$ cat src/include/dbb_pkg.sv
package dbb_pkg;
  // peripheral register indices
  localparam logic [4:0]  IDX_FLAGS  = 5'h1B;
  localparam logic [4:0]  IDX_DBUF   = 5'h1C;
  localparam logic [4:0]  IDX_AMASK  = 5'h1D;
  localparam logic [4:0]  IDX_DMATCH = 5'h1E;
  // debug flag register fields
  localparam int          FLG_TXC    = 0;
  localparam int          FLG_BSEL   = 1;
  localparam int          FLG_PSS_LO = 2;
  localparam int          FLG_PSS_HI = 3;
  // reset values
  localparam logic [7:0]  DBUF_RST   = 8'h00;
  localparam logic [15:0] REG16_RST  = 16'h0000;
  localparam logic [2:0]  PB_RST     = 3'h0;
  // tap instructions and shift paths
  localparam logic [2:0]  IR_DEBUG   = 3'h2;
  localparam logic [2:0]  IR_SYSPROG = 3'h4;
  localparam int          DSR_W      = 10;
  localparam int          PB_W       = 3;
  localparam logic [1:0]  ST_BUSY    = 2'h2;
  localparam logic [1:0]  ST_VALID   = 2'h3;
  // programming source select encodings
  localparam logic [1:0]  PSS_JTAG   = 2'h0;
  localparam logic [1:0]  PSS_I2C    = 2'h1;
  // password area and user entry
  localparam logic [15:0] PW_BASE    = 16'h0020;
  localparam logic [15:0] PW_LAST    = 16'h003E;
  localparam logic [15:0] PW_STEP    = 16'h0002;
  localparam logic [15:0] WORD_ZERO  = 16'h0000;
  localparam logic [15:0] WORD_ONES  = 16'hFFFF;
  localparam logic [15:0] USER_START = 16'h0000;
  // pin synchroniser and timing
  localparam int          SYNC_W     = 8;
  localparam int          CLK_NS     = 10;
  localparam int          TCK_RATIO  = 8;
  localparam int          TCK_MIN_NS = CLK_NS * TCK_RATIO;
  typedef enum logic [1:0] {
    BOOT_USER   = 2'b00,
    BOOT_LOADER = 2'b01,
    BOOT_I2C    = 2'b10
  } dbb_path_e;
  typedef enum logic [1:0] {
    BS_SCAN   = 2'b00,
    BS_DECIDE = 2'b01,
    BS_DONE   = 2'b10
  } dbb_bstate_e;
endpackage

$ cat src/include/dbb_boot_if.sv
`timescale 1ns/100ps
interface dbb_boot_if
  import dbb_pkg::*;
();
  logic      programming_enable;
  logic      i2c_programming_enable;
  logic      blank_set;
  logic      decide;
  dbb_path_e path;
  modport core (output programming_enable, output i2c_programming_enable, input blank_set, input decide, input path);
  modport boot (input programming_enable, input i2c_programming_enable, output blank_set, output decide, output path);
endinterface

$ cat src/logic/dbb_boot_path.sv
`timescale 1ns/100ps
module dbb_boot_path
  import dbb_pkg::*;
(
  input  wire logic        clk,
  input  wire logic        rst_n,
  input  wire logic [15:0] pw_word,
  input  wire logic        pw_match,
  output logic      [15:0] pw_addr,
  output logic             pw_lock,
  output logic             boot_valid,
  output logic      [1:0]  boot_path,
  output logic      [15:0] boot_start,
  dbb_boot_if.boot         bif
);
  dbb_bstate_e state_r;
  logic [15:0] addr_r;
  logic        all0_r;
  logic        all1_r;
  logic        lock_r;
  dbb_path_e   path_r;
  logic        blank;

  assign blank = all0_r | all1_r;

  // password scan after every reset release
  always_ff @(posedge clk) begin
    if (!rst_n) begin
      state_r <= BS_SCAN;
      addr_r  <= PW_BASE;
      all0_r  <= 1'b1;
      all1_r  <= 1'b1;
    end else begin
      case (state_r)
        BS_SCAN: begin
          all0_r <= all0_r & (pw_word == WORD_ZERO);
          all1_r <= all1_r & (pw_word == WORD_ONES);
          if (addr_r == PW_LAST) begin
            state_r <= BS_DECIDE;
          end else begin
            addr_r <= addr_r + PW_STEP;
          end
        end
        BS_DECIDE: state_r <= BS_DONE;
        BS_DONE:   state_r <= BS_DONE;
        default:   state_r <= BS_SCAN;
      endcase
    end
  end

  // boot path choice, loader request first
  always_ff @(posedge clk) begin
    if (!rst_n) begin
      path_r <= BOOT_USER;
    end else if (state_r == BS_DECIDE) begin
      if (bif.programming_enable) begin
        path_r <= BOOT_LOADER;
      end else if (bif.i2c_programming_enable || blank) begin
        path_r <= BOOT_I2C;
      end else begin
        path_r <= BOOT_USER;
      end
    end
  end

  // lock set by a valid password, cleared by a match
  always_ff @(posedge clk) begin
    if (!rst_n) begin
      lock_r <= 1'b0;
    end else if (state_r == BS_DECIDE && !blank && !bif.programming_enable && !bif.i2c_programming_enable) begin
      lock_r <= 1'b1;
    end else if (state_r == BS_DECIDE && !blank) begin
      lock_r <= 1'b1;
    end else if (pw_match) begin
      lock_r <= 1'b0;
    end
  end

  assign pw_addr       = addr_r;
  assign pw_lock       = lock_r;
  assign boot_valid    = (state_r == BS_DONE);
  assign boot_path     = path_r;
  assign boot_start    = USER_START;
  assign bif.decide    = (state_r == BS_DECIDE);
  assign bif.path      = (bif.programming_enable) ? BOOT_LOADER : ((bif.i2c_programming_enable || blank) ? BOOT_I2C : BOOT_USER);
  assign bif.blank_set = (state_r == BS_DECIDE) && blank && !bif.programming_enable;
endmodule

$ cat src/logic/dbb_debug_buffer.sv
`timescale 1ns/100ps
module dbb_debug_buffer
  import dbb_pkg::*;
(
  input  wire logic        MCLK,
  input  wire logic        RESETN,
  input  wire logic        PORN,
  input  wire logic        TCK,
  input  wire logic        TDI,
  input  wire logic        TAP_SHIFT_DR,
  input  wire logic        TAP_UPDATE_DR,
  input  wire logic        TAP_TLR,
  input  wire logic [2:0]  TAP_IR,
  output logic             TDO,
  input  wire logic [4:0]  CPU_ADDR,
  input  wire logic        CPU_WE,
  input  wire logic        CPU_RE,
  input  wire logic [15:0] CPU_WDATA,
  output logic      [15:0] CPU_RDATA,
  input  wire logic        ENG_LOAD_ADDR,
  input  wire logic        ENG_LOAD_DATA,
  input  wire logic [15:0] ENG_VALUE,
  input  wire logic        BP_PATTERN_MODE,
  input  wire logic        BP_DEST_HIT,
  input  wire logic        DEST_WE,
  input  wire logic [15:0] DEST_DATA,
  output logic             DATA_BREAK,
  input  wire logic        I2C_PROGRAMMING_ENABLE_SET,
  input  wire logic        I2C_PROGRAMMING_ENABLE_CLR,
  input  wire logic [15:0] PW_WORD,
  input  wire logic        PW_MATCH,
  output logic      [15:0] PW_ADDR,
  output logic             PW_LOCK,
  output logic             BOOT_VALID,
  output logic      [1:0]  BOOT_PATH,
  output logic      [15:0] BOOT_START
);
  logic [SYNC_W-1:0] pin_raw;
  logic [SYNC_W-1:0] pin_s1_r;
  logic [SYNC_W-1:0] pin_s2_r;
  logic              tck_d_r;
  logic              tck_s;
  logic              tdi_s;
  logic              shdr_s;
  logic              upd_s;
  logic              tlr_s;
  logic [2:0]        ir_s;
  logic              tck_rise;
  logic              tck_fall;
  logic [DSR_W-1:0]  dsr_r;
  logic [PB_W-1:0]   psr_r;
  logic              tdo_r;
  logic [7:0]        dbuf_r;
  logic [PB_W-1:0]   pb_r;
  logic              cpu_spe_r;
  logic              txc_r;
  logic              txc_nxt;
  logic              i2c_programming_enable_r;
  logic [15:0]       amask_r;
  logic [15:0]       dmatch_r;
  logic              brk_r;
  logic [15:0]       rdata_r;
  logic              loader;
  logic              xfer_done;
  logic              pb_load;
  logic              flags_wr;
  logic              dbuf_wr;

  dbb_boot_if bif ();

  // register index decode, shared by reads and writes
  function automatic logic hit(input logic [4:0] addr, input logic [4:0] idx);
    hit = (addr == idx);
  endfunction

  // pattern compare, only masked-in bits count
  function automatic logic pattern_hit(input logic [15:0] data, input logic [15:0] match,
                                       input logic [15:0] mask);
    pattern_hit = (((data ^ match) & mask) == REG16_RST);
  endfunction

  // two-flop synchronisers on every tap pin
  assign pin_raw = {TCK, TDI, TAP_SHIFT_DR, TAP_UPDATE_DR, TAP_TLR, TAP_IR};
  generate
    for (genvar i = 0; i < SYNC_W; i++) begin : g_sync
      always_ff @(posedge MCLK) begin
        if (!RESETN) begin
          pin_s1_r[i] <= 1'b0;
          pin_s2_r[i] <= 1'b0;
        end else begin
          pin_s1_r[i] <= pin_raw[i];
          pin_s2_r[i] <= pin_s1_r[i];
        end
      end
    end
  endgenerate

  assign {tck_s, tdi_s, shdr_s, upd_s, tlr_s, ir_s} = pin_s2_r;

  // test clock edge finder, needs tck under an eighth of mclk
  always_ff @(posedge MCLK) begin
    if (!RESETN) begin
      tck_d_r <= 1'b0;
    end else begin
      tck_d_r <= tck_s;
    end
  end

  assign tck_rise  = tck_s & ~tck_d_r;
  assign tck_fall  = ~tck_s & tck_d_r;
  assign loader    = cpu_spe_r | pb_r[0];
  assign xfer_done = tck_fall & upd_s & (ir_s == IR_DEBUG);
  assign pb_load   = tck_fall & upd_s & (ir_s == IR_SYSPROG);
  assign flags_wr  = CPU_WE & hit(CPU_ADDR, IDX_FLAGS);
  assign dbuf_wr   = CPU_WE & hit(CPU_ADDR, IDX_DBUF);

  // debug and programming shift paths on rising test clock
  always_ff @(posedge MCLK) begin
    if (!RESETN) begin
      dsr_r <= '0;
      psr_r <= '0;
    end else if (xfer_done) begin
      dsr_r <= {dbuf_r, (txc_r ? ST_VALID : ST_BUSY)};
    end else if (tck_rise && shdr_s) begin
      if (ir_s == IR_SYSPROG) begin
        psr_r <= {tdi_s, psr_r[PB_W-1:1]};
      end else if (ir_s == IR_DEBUG) begin
        dsr_r <= {tdi_s, dsr_r[DSR_W-1:1]};
      end
    end
  end

  // serial out changes on falling test clock
  always_ff @(posedge MCLK) begin
    if (!RESETN) begin
      tdo_r <= 1'b0;
    end else if (tck_fall) begin
      tdo_r <= (ir_s == IR_SYSPROG) ? psr_r[0] : dsr_r[0];
    end
  end

  // debug byte buffer, exchange beats a cpu write
  always_ff @(posedge MCLK) begin
    if (!RESETN || !PORN) begin
      dbuf_r <= DBUF_RST;
    end else if (xfer_done) begin
      dbuf_r <= dsr_r[DSR_W-1:2];
    end else if (dbuf_wr) begin
      dbuf_r <= CPU_WDATA[7:0];
    end
  end

  // transfer flag, a set always wins
  always_comb begin
    txc_nxt = txc_r;
    if (xfer_done) begin
      txc_nxt = ~loader;
    end
    if (flags_wr) begin
      txc_nxt = CPU_WDATA[FLG_TXC] | (xfer_done & ~loader);
    end
  end

  // flag bits kept over ordinary reset
  always_ff @(posedge MCLK) begin
    if (!PORN) begin
      txc_r     <= 1'b0;
      cpu_spe_r <= 1'b0;
    end else begin
      txc_r <= txc_nxt;
      if (flags_wr) begin
        cpu_spe_r <= CPU_WDATA[FLG_BSEL];
      end
    end
  end

  // programming buffer, tap reset clears it
  always_ff @(posedge MCLK) begin
    if (!PORN || tlr_s) begin
      pb_r <= PB_RST;
    end else if (pb_load) begin
      pb_r <= psr_r;
    end else if (bif.decide && bif.path == BOOT_I2C) begin
      pb_r[2:1] <= PSS_I2C;
    end else if (flags_wr) begin
      pb_r[2:1] <= CPU_WDATA[FLG_PSS_HI:FLG_PSS_LO];
    end
  end

  // i2c programming enable, set wins
  always_ff @(posedge MCLK) begin
    if (!PORN) begin
      i2c_programming_enable_r <= 1'b0;
    end else if (I2C_PROGRAMMING_ENABLE_SET || bif.blank_set) begin
      i2c_programming_enable_r <= 1'b1;
    end else if (I2C_PROGRAMMING_ENABLE_CLR) begin
      i2c_programming_enable_r <= 1'b0;
    end
  end

  // engine loaded mask and match words
  always_ff @(posedge MCLK) begin
    if (!RESETN) begin
      amask_r  <= REG16_RST;
      dmatch_r <= REG16_RST;
    end else begin
      if (ENG_LOAD_ADDR) begin
        amask_r <= ENG_VALUE;
      end
      if (ENG_LOAD_DATA) begin
        dmatch_r <= ENG_VALUE;
      end
    end
  end

  // data pattern break on a destination write
  always_ff @(posedge MCLK) begin
    if (!RESETN) begin
      brk_r <= 1'b0;
    end else begin
      brk_r <= DEST_WE & BP_DEST_HIT & BP_PATTERN_MODE &
               pattern_hit(DEST_DATA, dmatch_r, amask_r);
    end
  end

  // cpu read port, one cycle late
  always_ff @(posedge MCLK) begin
    if (!RESETN) begin
      rdata_r <= REG16_RST;
    end else if (CPU_RE) begin
      if (hit(CPU_ADDR, IDX_FLAGS)) begin
        rdata_r <= {12'h000, pb_r[2:1], cpu_spe_r | pb_r[0], txc_r};
      end else if (hit(CPU_ADDR, IDX_DBUF)) begin
        rdata_r <= {8'h00, dbuf_r};
      end else if (hit(CPU_ADDR, IDX_AMASK)) begin
        rdata_r <= amask_r;
      end else if (hit(CPU_ADDR, IDX_DMATCH)) begin
        rdata_r <= dmatch_r;
      end else begin
        rdata_r <= REG16_RST;
      end
    end
  end

  assign bif.programming_enable     = loader;
  assign bif.i2c_programming_enable = i2c_programming_enable_r;

  dbb_boot_path u_boot (
    .clk        (MCLK),
    .rst_n      (RESETN),
    .pw_word    (PW_WORD),
    .pw_match   (PW_MATCH),
    .pw_addr    (PW_ADDR),
    .pw_lock    (PW_LOCK),
    .boot_valid (BOOT_VALID),
    .boot_path  (BOOT_PATH),
    .boot_start (BOOT_START),
    .bif        (bif.boot)
  );

  assign TDO        = tdo_r;
  assign CPU_RDATA  = rdata_r;
  assign DATA_BREAK = brk_r;
endmodule
$ cat config.mk
export PLATFORM = sky130hd
export DESIGN_NAME = dbb_debug_buffer
export DESIGN_NICKNAME = d
export VERILOG_FILES = /design/src/include/dbb_pkg.sv /design/src/include/dbb_boot_if.sv /design/src/logic/dbb_boot_path.sv /design/src/logic/dbb_debug_buffer.sv
export SDC_FILE = /design/constraint.sdc
export NUM_CORES = 1
export LEC_CHECK = 0
export BUFFER_PORTS_ARGS = -buffer_cell sky130_fd_sc_hd__buf_2
export CAP_MARGIN = 10
export CORE_MARGIN = 3
export CORE_UTILIZATION = 47
export DETAILED_ROUTE_END_ITERATION = 8
export GPL_ROUTABILITY_DRIVEN = 0
export PLACE_DENSITY_LB_ADDON = 0.15
export SLEW_MARGIN = 5
export SYNTH_ARGS = -nofsm -noshare
export SYNTH_HDL_FRONTEND = slang
export SYNTH_SLANG_ARGS = --single-unit
$ cat constraint.sdc
create_clock -name MCLK -period 1.58 [get_ports MCLK]
set_input_delay 0.316 -clock MCLK [delete_from_list [all_inputs] [get_ports MCLK]]
set_output_delay 0.316 -clock MCLK [all_outputs]
set_load 0.02 [all_outputs]
After elaboration in Yosys (flattened, before gate mapping) --
Index checks and enable logic that the tools add are counted.
Word-level totals: register bits 117, input port bits 90, output and inout port bits 54, logic and storage cells 129
Cells by class: $add $sub $neg 1, equal/unequal tests 13, multiplexer cells 26, bitwise operators 23, reductions and logical operators 30
Operator list (number):
- two-way mux 16 bit | 4
- two-way mux 10 bit | 4
- logical NOT 16 bit | 2
- == test 5 bit (second input constant) | 4
- adder 16 x 2 -> 16 bit (second input constant) | 1
- AND 16 bit | 1
- == test 16 bit (second input constant) | 1
- == test 16 x 6 -> 1 bit (second input constant) | 1
- two-way mux 8 bit | 2
- XOR 16 bit | 1
- AND 1 bit | 13
- two-way mux 2 bit | 6
- nonzero test 2 bit | 5
- two-way mux 1 bit | 9
- logical AND 1 bit | 7
- AND reduction 3 bit | 2
- nonzero test 3 bit | 2
- logical NOT 1 bit | 5
- inverter 1 bit | 5
- == test 2 bit (second input constant) | 2
- logical OR 1 bit | 4
- one-hot mux 2 bit (2 select lines) | 1
- == test 3 x 2 -> 1 bit (second input constant) | 1
- == test 3 bit (second input constant) | 1
- other kinds (7) | 9

Depth between registers and ports, before layout --
word-level depth 8, gate-level depth with buffers 7

Modules after synthesis --
A second synthesis with hierarchy kept.
Unflattened totals: cell total of the unflattened synthesis 586, area, all modules 5336.4 um^2
By module, submodules not included:
- dbb_debug_buffer | instances 1, cells each 438, area each 4062.6 um^2, seq. area each 1881.8 um^2
- dbb_boot_path | instances 1, cells each 148, area each 1273.7 um^2, seq. area each 440.4 um^2

Least setup slack after synthesis --
OpenSTA, ideal clock, no wires.
path type register to register, from register u_boot.addr_r[1], in the netlist u_boot.pw_addr[1], to register u_boot.addr_r[13], in the netlist u_boot.pw_addr[13], setup time 70 ps, arrival 1720 ps, required time 1510 ps, slack -210 ps, cell stages (with the launch flop) 7, buffers on the path 1, period minus slack after synthesis 1790 ps, path through dfxtp_1 > ha_1 > and4_1 > clkbuf_1 > nand2_1 > or3_1 > a21oi_1
Between the ends: cells in the longest elaborated chain, start to end 3, elaborated cells on any way between the ends 4
RTL lines:
- start, declared | line dbb_boot_path.sv:17 | logic [15:0] addr_r;
- start signal, assigned | line dbb_boot_path.sv:41 | addr_r <= addr_r + PW_STEP;
- parallel branches: the longest is 3 deep, another holds adder 16 x 2 -> 16 bit
Parallel ways; which one is timed is not known. A chain may end at the register's enable or synchronous reset.

Worst setup path in the final report --
from register u_boot.addr_r[6], in the netlist u_boot.pw_addr[6], to register u_boot.addr_r[4], in the netlist u_boot.pw_addr[4]
Between the ends: cells in the longest elaborated chain, start to end 3
RTL lines:
- == test 16 x 6 -> 1 bit | line dbb_boot_path.sv:38 | if (addr_r == PW_LAST) begin
- inverter 1 bit (no source line)
- AND reduction 2 bit (no source line)
Every way passes these cells.

==> flow_metrics.env <==
export IMPL_io_buffers=118
export IMPL_crit_arrival_ps=2070
export IMPL_insertion_delay_ps=520
export IMPL_initial_utilization=0.495
export IMPL_critPathKind="register to register"
export IMPL_synth_top_area_frac=0.442
export IMPL_numCtsBuffers=17
export IMPL_fin_area_um2=6990
export IMPL_max_slew_margin_rel=0.563
export IMPL_grt_max_degree=38
export IMPL_seqCellArea_um2=2330
export IMPL_ys_top_cells_by_area="dfxtp_1 (44%), mux2i_1 (10%), nor2_1 (4.9%)"
export IMPL_cp_end_kind="register"
export IMPL_finalCritPeriodShare=1.03
export IMPL_first_pass_iters=4
export IMPL_ys_seq_area_frac=0.442
export IMPL_pwr_density_cell_nw_per_um2=1130
export IMPL_status="finished with violations"
export IMPL_nets=816
export IMPL_slowest_delay_ps=540
export IMPL_ys_types=61
export IMPL_power_leakage_nw=3.04
export IMPL_maxCapViolCount=0
export IMPL_setup_viol=6
export IMPL_tightest_slew_ps=655
export IMPL_die_y_um=112
export IMPL_path_cells="or4_4 > nor4_4 > buf_4 > a31o_1 > mux2i_1"
export IMPL_antenna_found_initial=0
export IMPL_cts_num_sinks=116
export IMPL_die_area_um2=12500
export IMPL_core_area_um2=10600
export IMPL_wl_per_cell_um=15.2
export IMPL_wl_um=13300
export IMPL_track_usage=0.221
export IMPL_fin_worst_skew_ps=7.49
export IMPL_cts_buffer_depth=2
export IMPL_path_clk_slew_ps=60
export IMPL_first_iter_violations=290
export IMPL_area_growth_syn_to_layout_pct=33.0
export IMPL_synth_area_per_cell_um2=9.15
export IMPL_fin_setup_tns_ps=-128
export IMPL_hold_viol=0
export IMPL_final_max_slew_viol_count=0
export IMPL_syn_inst=574
export IMPL_dpl_hpwl_um=9760
export IMPL_ys_ff_latch=116
export IMPL_ir_drop_uv=1020
export IMPL_post_layout_nonfiller_instances=870
export IMPL_startpoint_type="register"
export IMPL_fillers=884
export IMPL_final_core_util=0.659
export IMPL_postRouteAntennaNets=0
export IMPL_ios=144
export IMPL_period_needed_ps=1620
export IMPL_cts_tree="built"
export IMPL_drc=0
export IMPL_dp_cells=828
export IMPL_synthArstFlopShare=0
export IMPL_num_rows=37
export IMPL_drive_above_1_share=0.294
export IMPL_yosysWarnings=0
export IMPL_synth_edff_count=0
export IMPL_synth_top_cell_by_area="dfxtp_1"
export IMPL_place_area_um2=6180
export IMPL_setup_ws_ps=-39.8
export IMPL_htree_levels=4
export IMPL_grt_ovfl_total=0
export IMPL_grt_pass1_wl_um=22300
export IMPL_vias=4591
export IMPL_n_antenna_cell=0
export IMPL_place_ws_ps=-107
export IMPL_grt_pass1_vias=4560
export IMPL_final_common_cell="buf_2"
export IMPL_fmax_ghz=0.617
export IMPL_violations="setup timing"
export IMPL_rsz0062_at_grt="yes"
export IMPL_viasPerCell=5.28
export IMPL_worstPathRequired_ps=2030
export IMPL_worstPathMaxFanout=5
export IMPL_reg2reg_setup_slack_ps=-40
export IMPL_hold_path_class="input pin to register"
export IMPL_mappedNetlistArea_um2=5250
export IMPL_fp_dieW_um=112
export IMPL_ctsRootBufferMaster="clkbuf_8"
export IMPL_multi_input_area_um2=2750
export IMPL_final_cell_mix="buf_2 (117), dfxtp_1 (111), nor2_1 (68), mux2i_1 (53), nand2_1 (37)"
export IMPL_worst_path_max_delay_cell="or4_4"
export IMPL_ys_flop_type="dfxtp_1"
==> registers in the layout, indices dropped and copies added (netlist names), 8 cells and up <==
name,flops
dmatch_r,16
CPU_RDATA,16
amask_r,16
dbuf_r,8
pin_s1_r,8
u_boot.pw_addr,15
dsr_r,10
==> what timing repair did <==
item	CTS	global route
pin swaps	5	0
buffers inserted	1	2
setup endpoints to repair	10	18
hold endpoints to repair	7	0
resized for setup	9	9
hold buffers	7	0
==> metal layers <==
metal / wire length [µm] / vias up / share of wire / track usage
met5: 0 / - / 0 / 0
met4: 184 / 0 / 0.014 / 0.0835
met3: 1050 / 16 / 0.079 / 0.0630
met2: 6190 / 163 / 0.47 / 0.363
met1: 5840 / 2125 / 0.44 / 0.275
li1: - / 2287 / - / -
==> stage by stage <==
stage / hold WS [ps] / total power [mW]
2_1_floorplan: 412 / 3.51
3_3_place_gp: 418 / 3.71
3_5_place_dp: 418 / 3.73
4_1_cts: 3.44 / 7.93
5_1_grt: 3.31 / 8.14
6_report: 22.2 / 7.88
==> synthesized netlist by cell type (2+ instances only) <==
cell type and n:
dfxtp_1 116, nor2_1 68, mux2i_1 53, nand2_1 38
and2_1 25, clkbuf_1 23, xor2_1 21, a21oi_1 20
buf_4 18, inv_1 17, a22oi_1 13, o21ai_0 13
nand2b_1 12, a311oi_1 10, nand3_1 10, a211oi_1 9
nand4_1 9, o22ai_1 8, nand3b_1 7, nor2b_1 7
buf_2 6, a21o_1 5, ha_1 5, nor4_1 5
o311ai_0 5, and3_1 4, nor3_1 4, or3_1 4
a221oi_1 2, a22o_1 2, a2bb2oi_1 2, and4_1 2
mux2_2 2, o32ai_1 2
==> kinds of logic after synthesis <==
group | count (synthesis) | share of synthesized area
AO/OA/AOI/OAI | 103 | 0.141
AND/OR/NAND/NOR | 206 | 0.202
multiplexers | 55 | 0.105
flip-flops | 116 | 0.442
adder cells (fa/ha/maj) | 5 | 0.0119
other | 1 | 0.000714
buffers and inverters | 67 | 0.0624
XOR/XNOR | 21 | 0.0350
==> path summary, 6_finish.rpt <==
kind                            end  cells past startpoint              start
hold reg to reg             ir_s[2]                      1        pin_s1_r[2]
hold / removal          pin_s1_r[6]                      2                TDI
setup / recovery  u_boot.pw_addr[4]                      5  u_boot.pw_addr[6]
setup reg to reg  u_boot.pw_addr[4]                      5  u_boot.pw_addr[6]
==> where the power goes <==
group | leakage, nW | switching (mW) | internal (mW)
registers | 0.950 | 0.0690 | 3.02
logic | 1.78 | 0.334 | 0.274
clock network | 0.310 | 1.35 | 2.84
==> area by class of cell <==
cell class,count,area share
Clock buffer,20,0.0652
Clock inverter,12,0.0286
Inverter,18,0.00967
Multi-Input combinational cell,407,0.393
Sequential cell,116,0.334
Tap cell,136,0.0244
Timing Repair Buffer,161,0.145
==> critical path, delay by kind of cell (launching register included) <==
kind / cells / cell delay [ps]
buffers and inverters: 1 / 180
multiplexers: 1 / 170
flip-flops: 1 / 310
AND/OR/NAND/NOR: 2 / 740
AO/OA/AOI/OAI: 1 / 150
No activity file was read; power rests on OpenSTA's default activity.
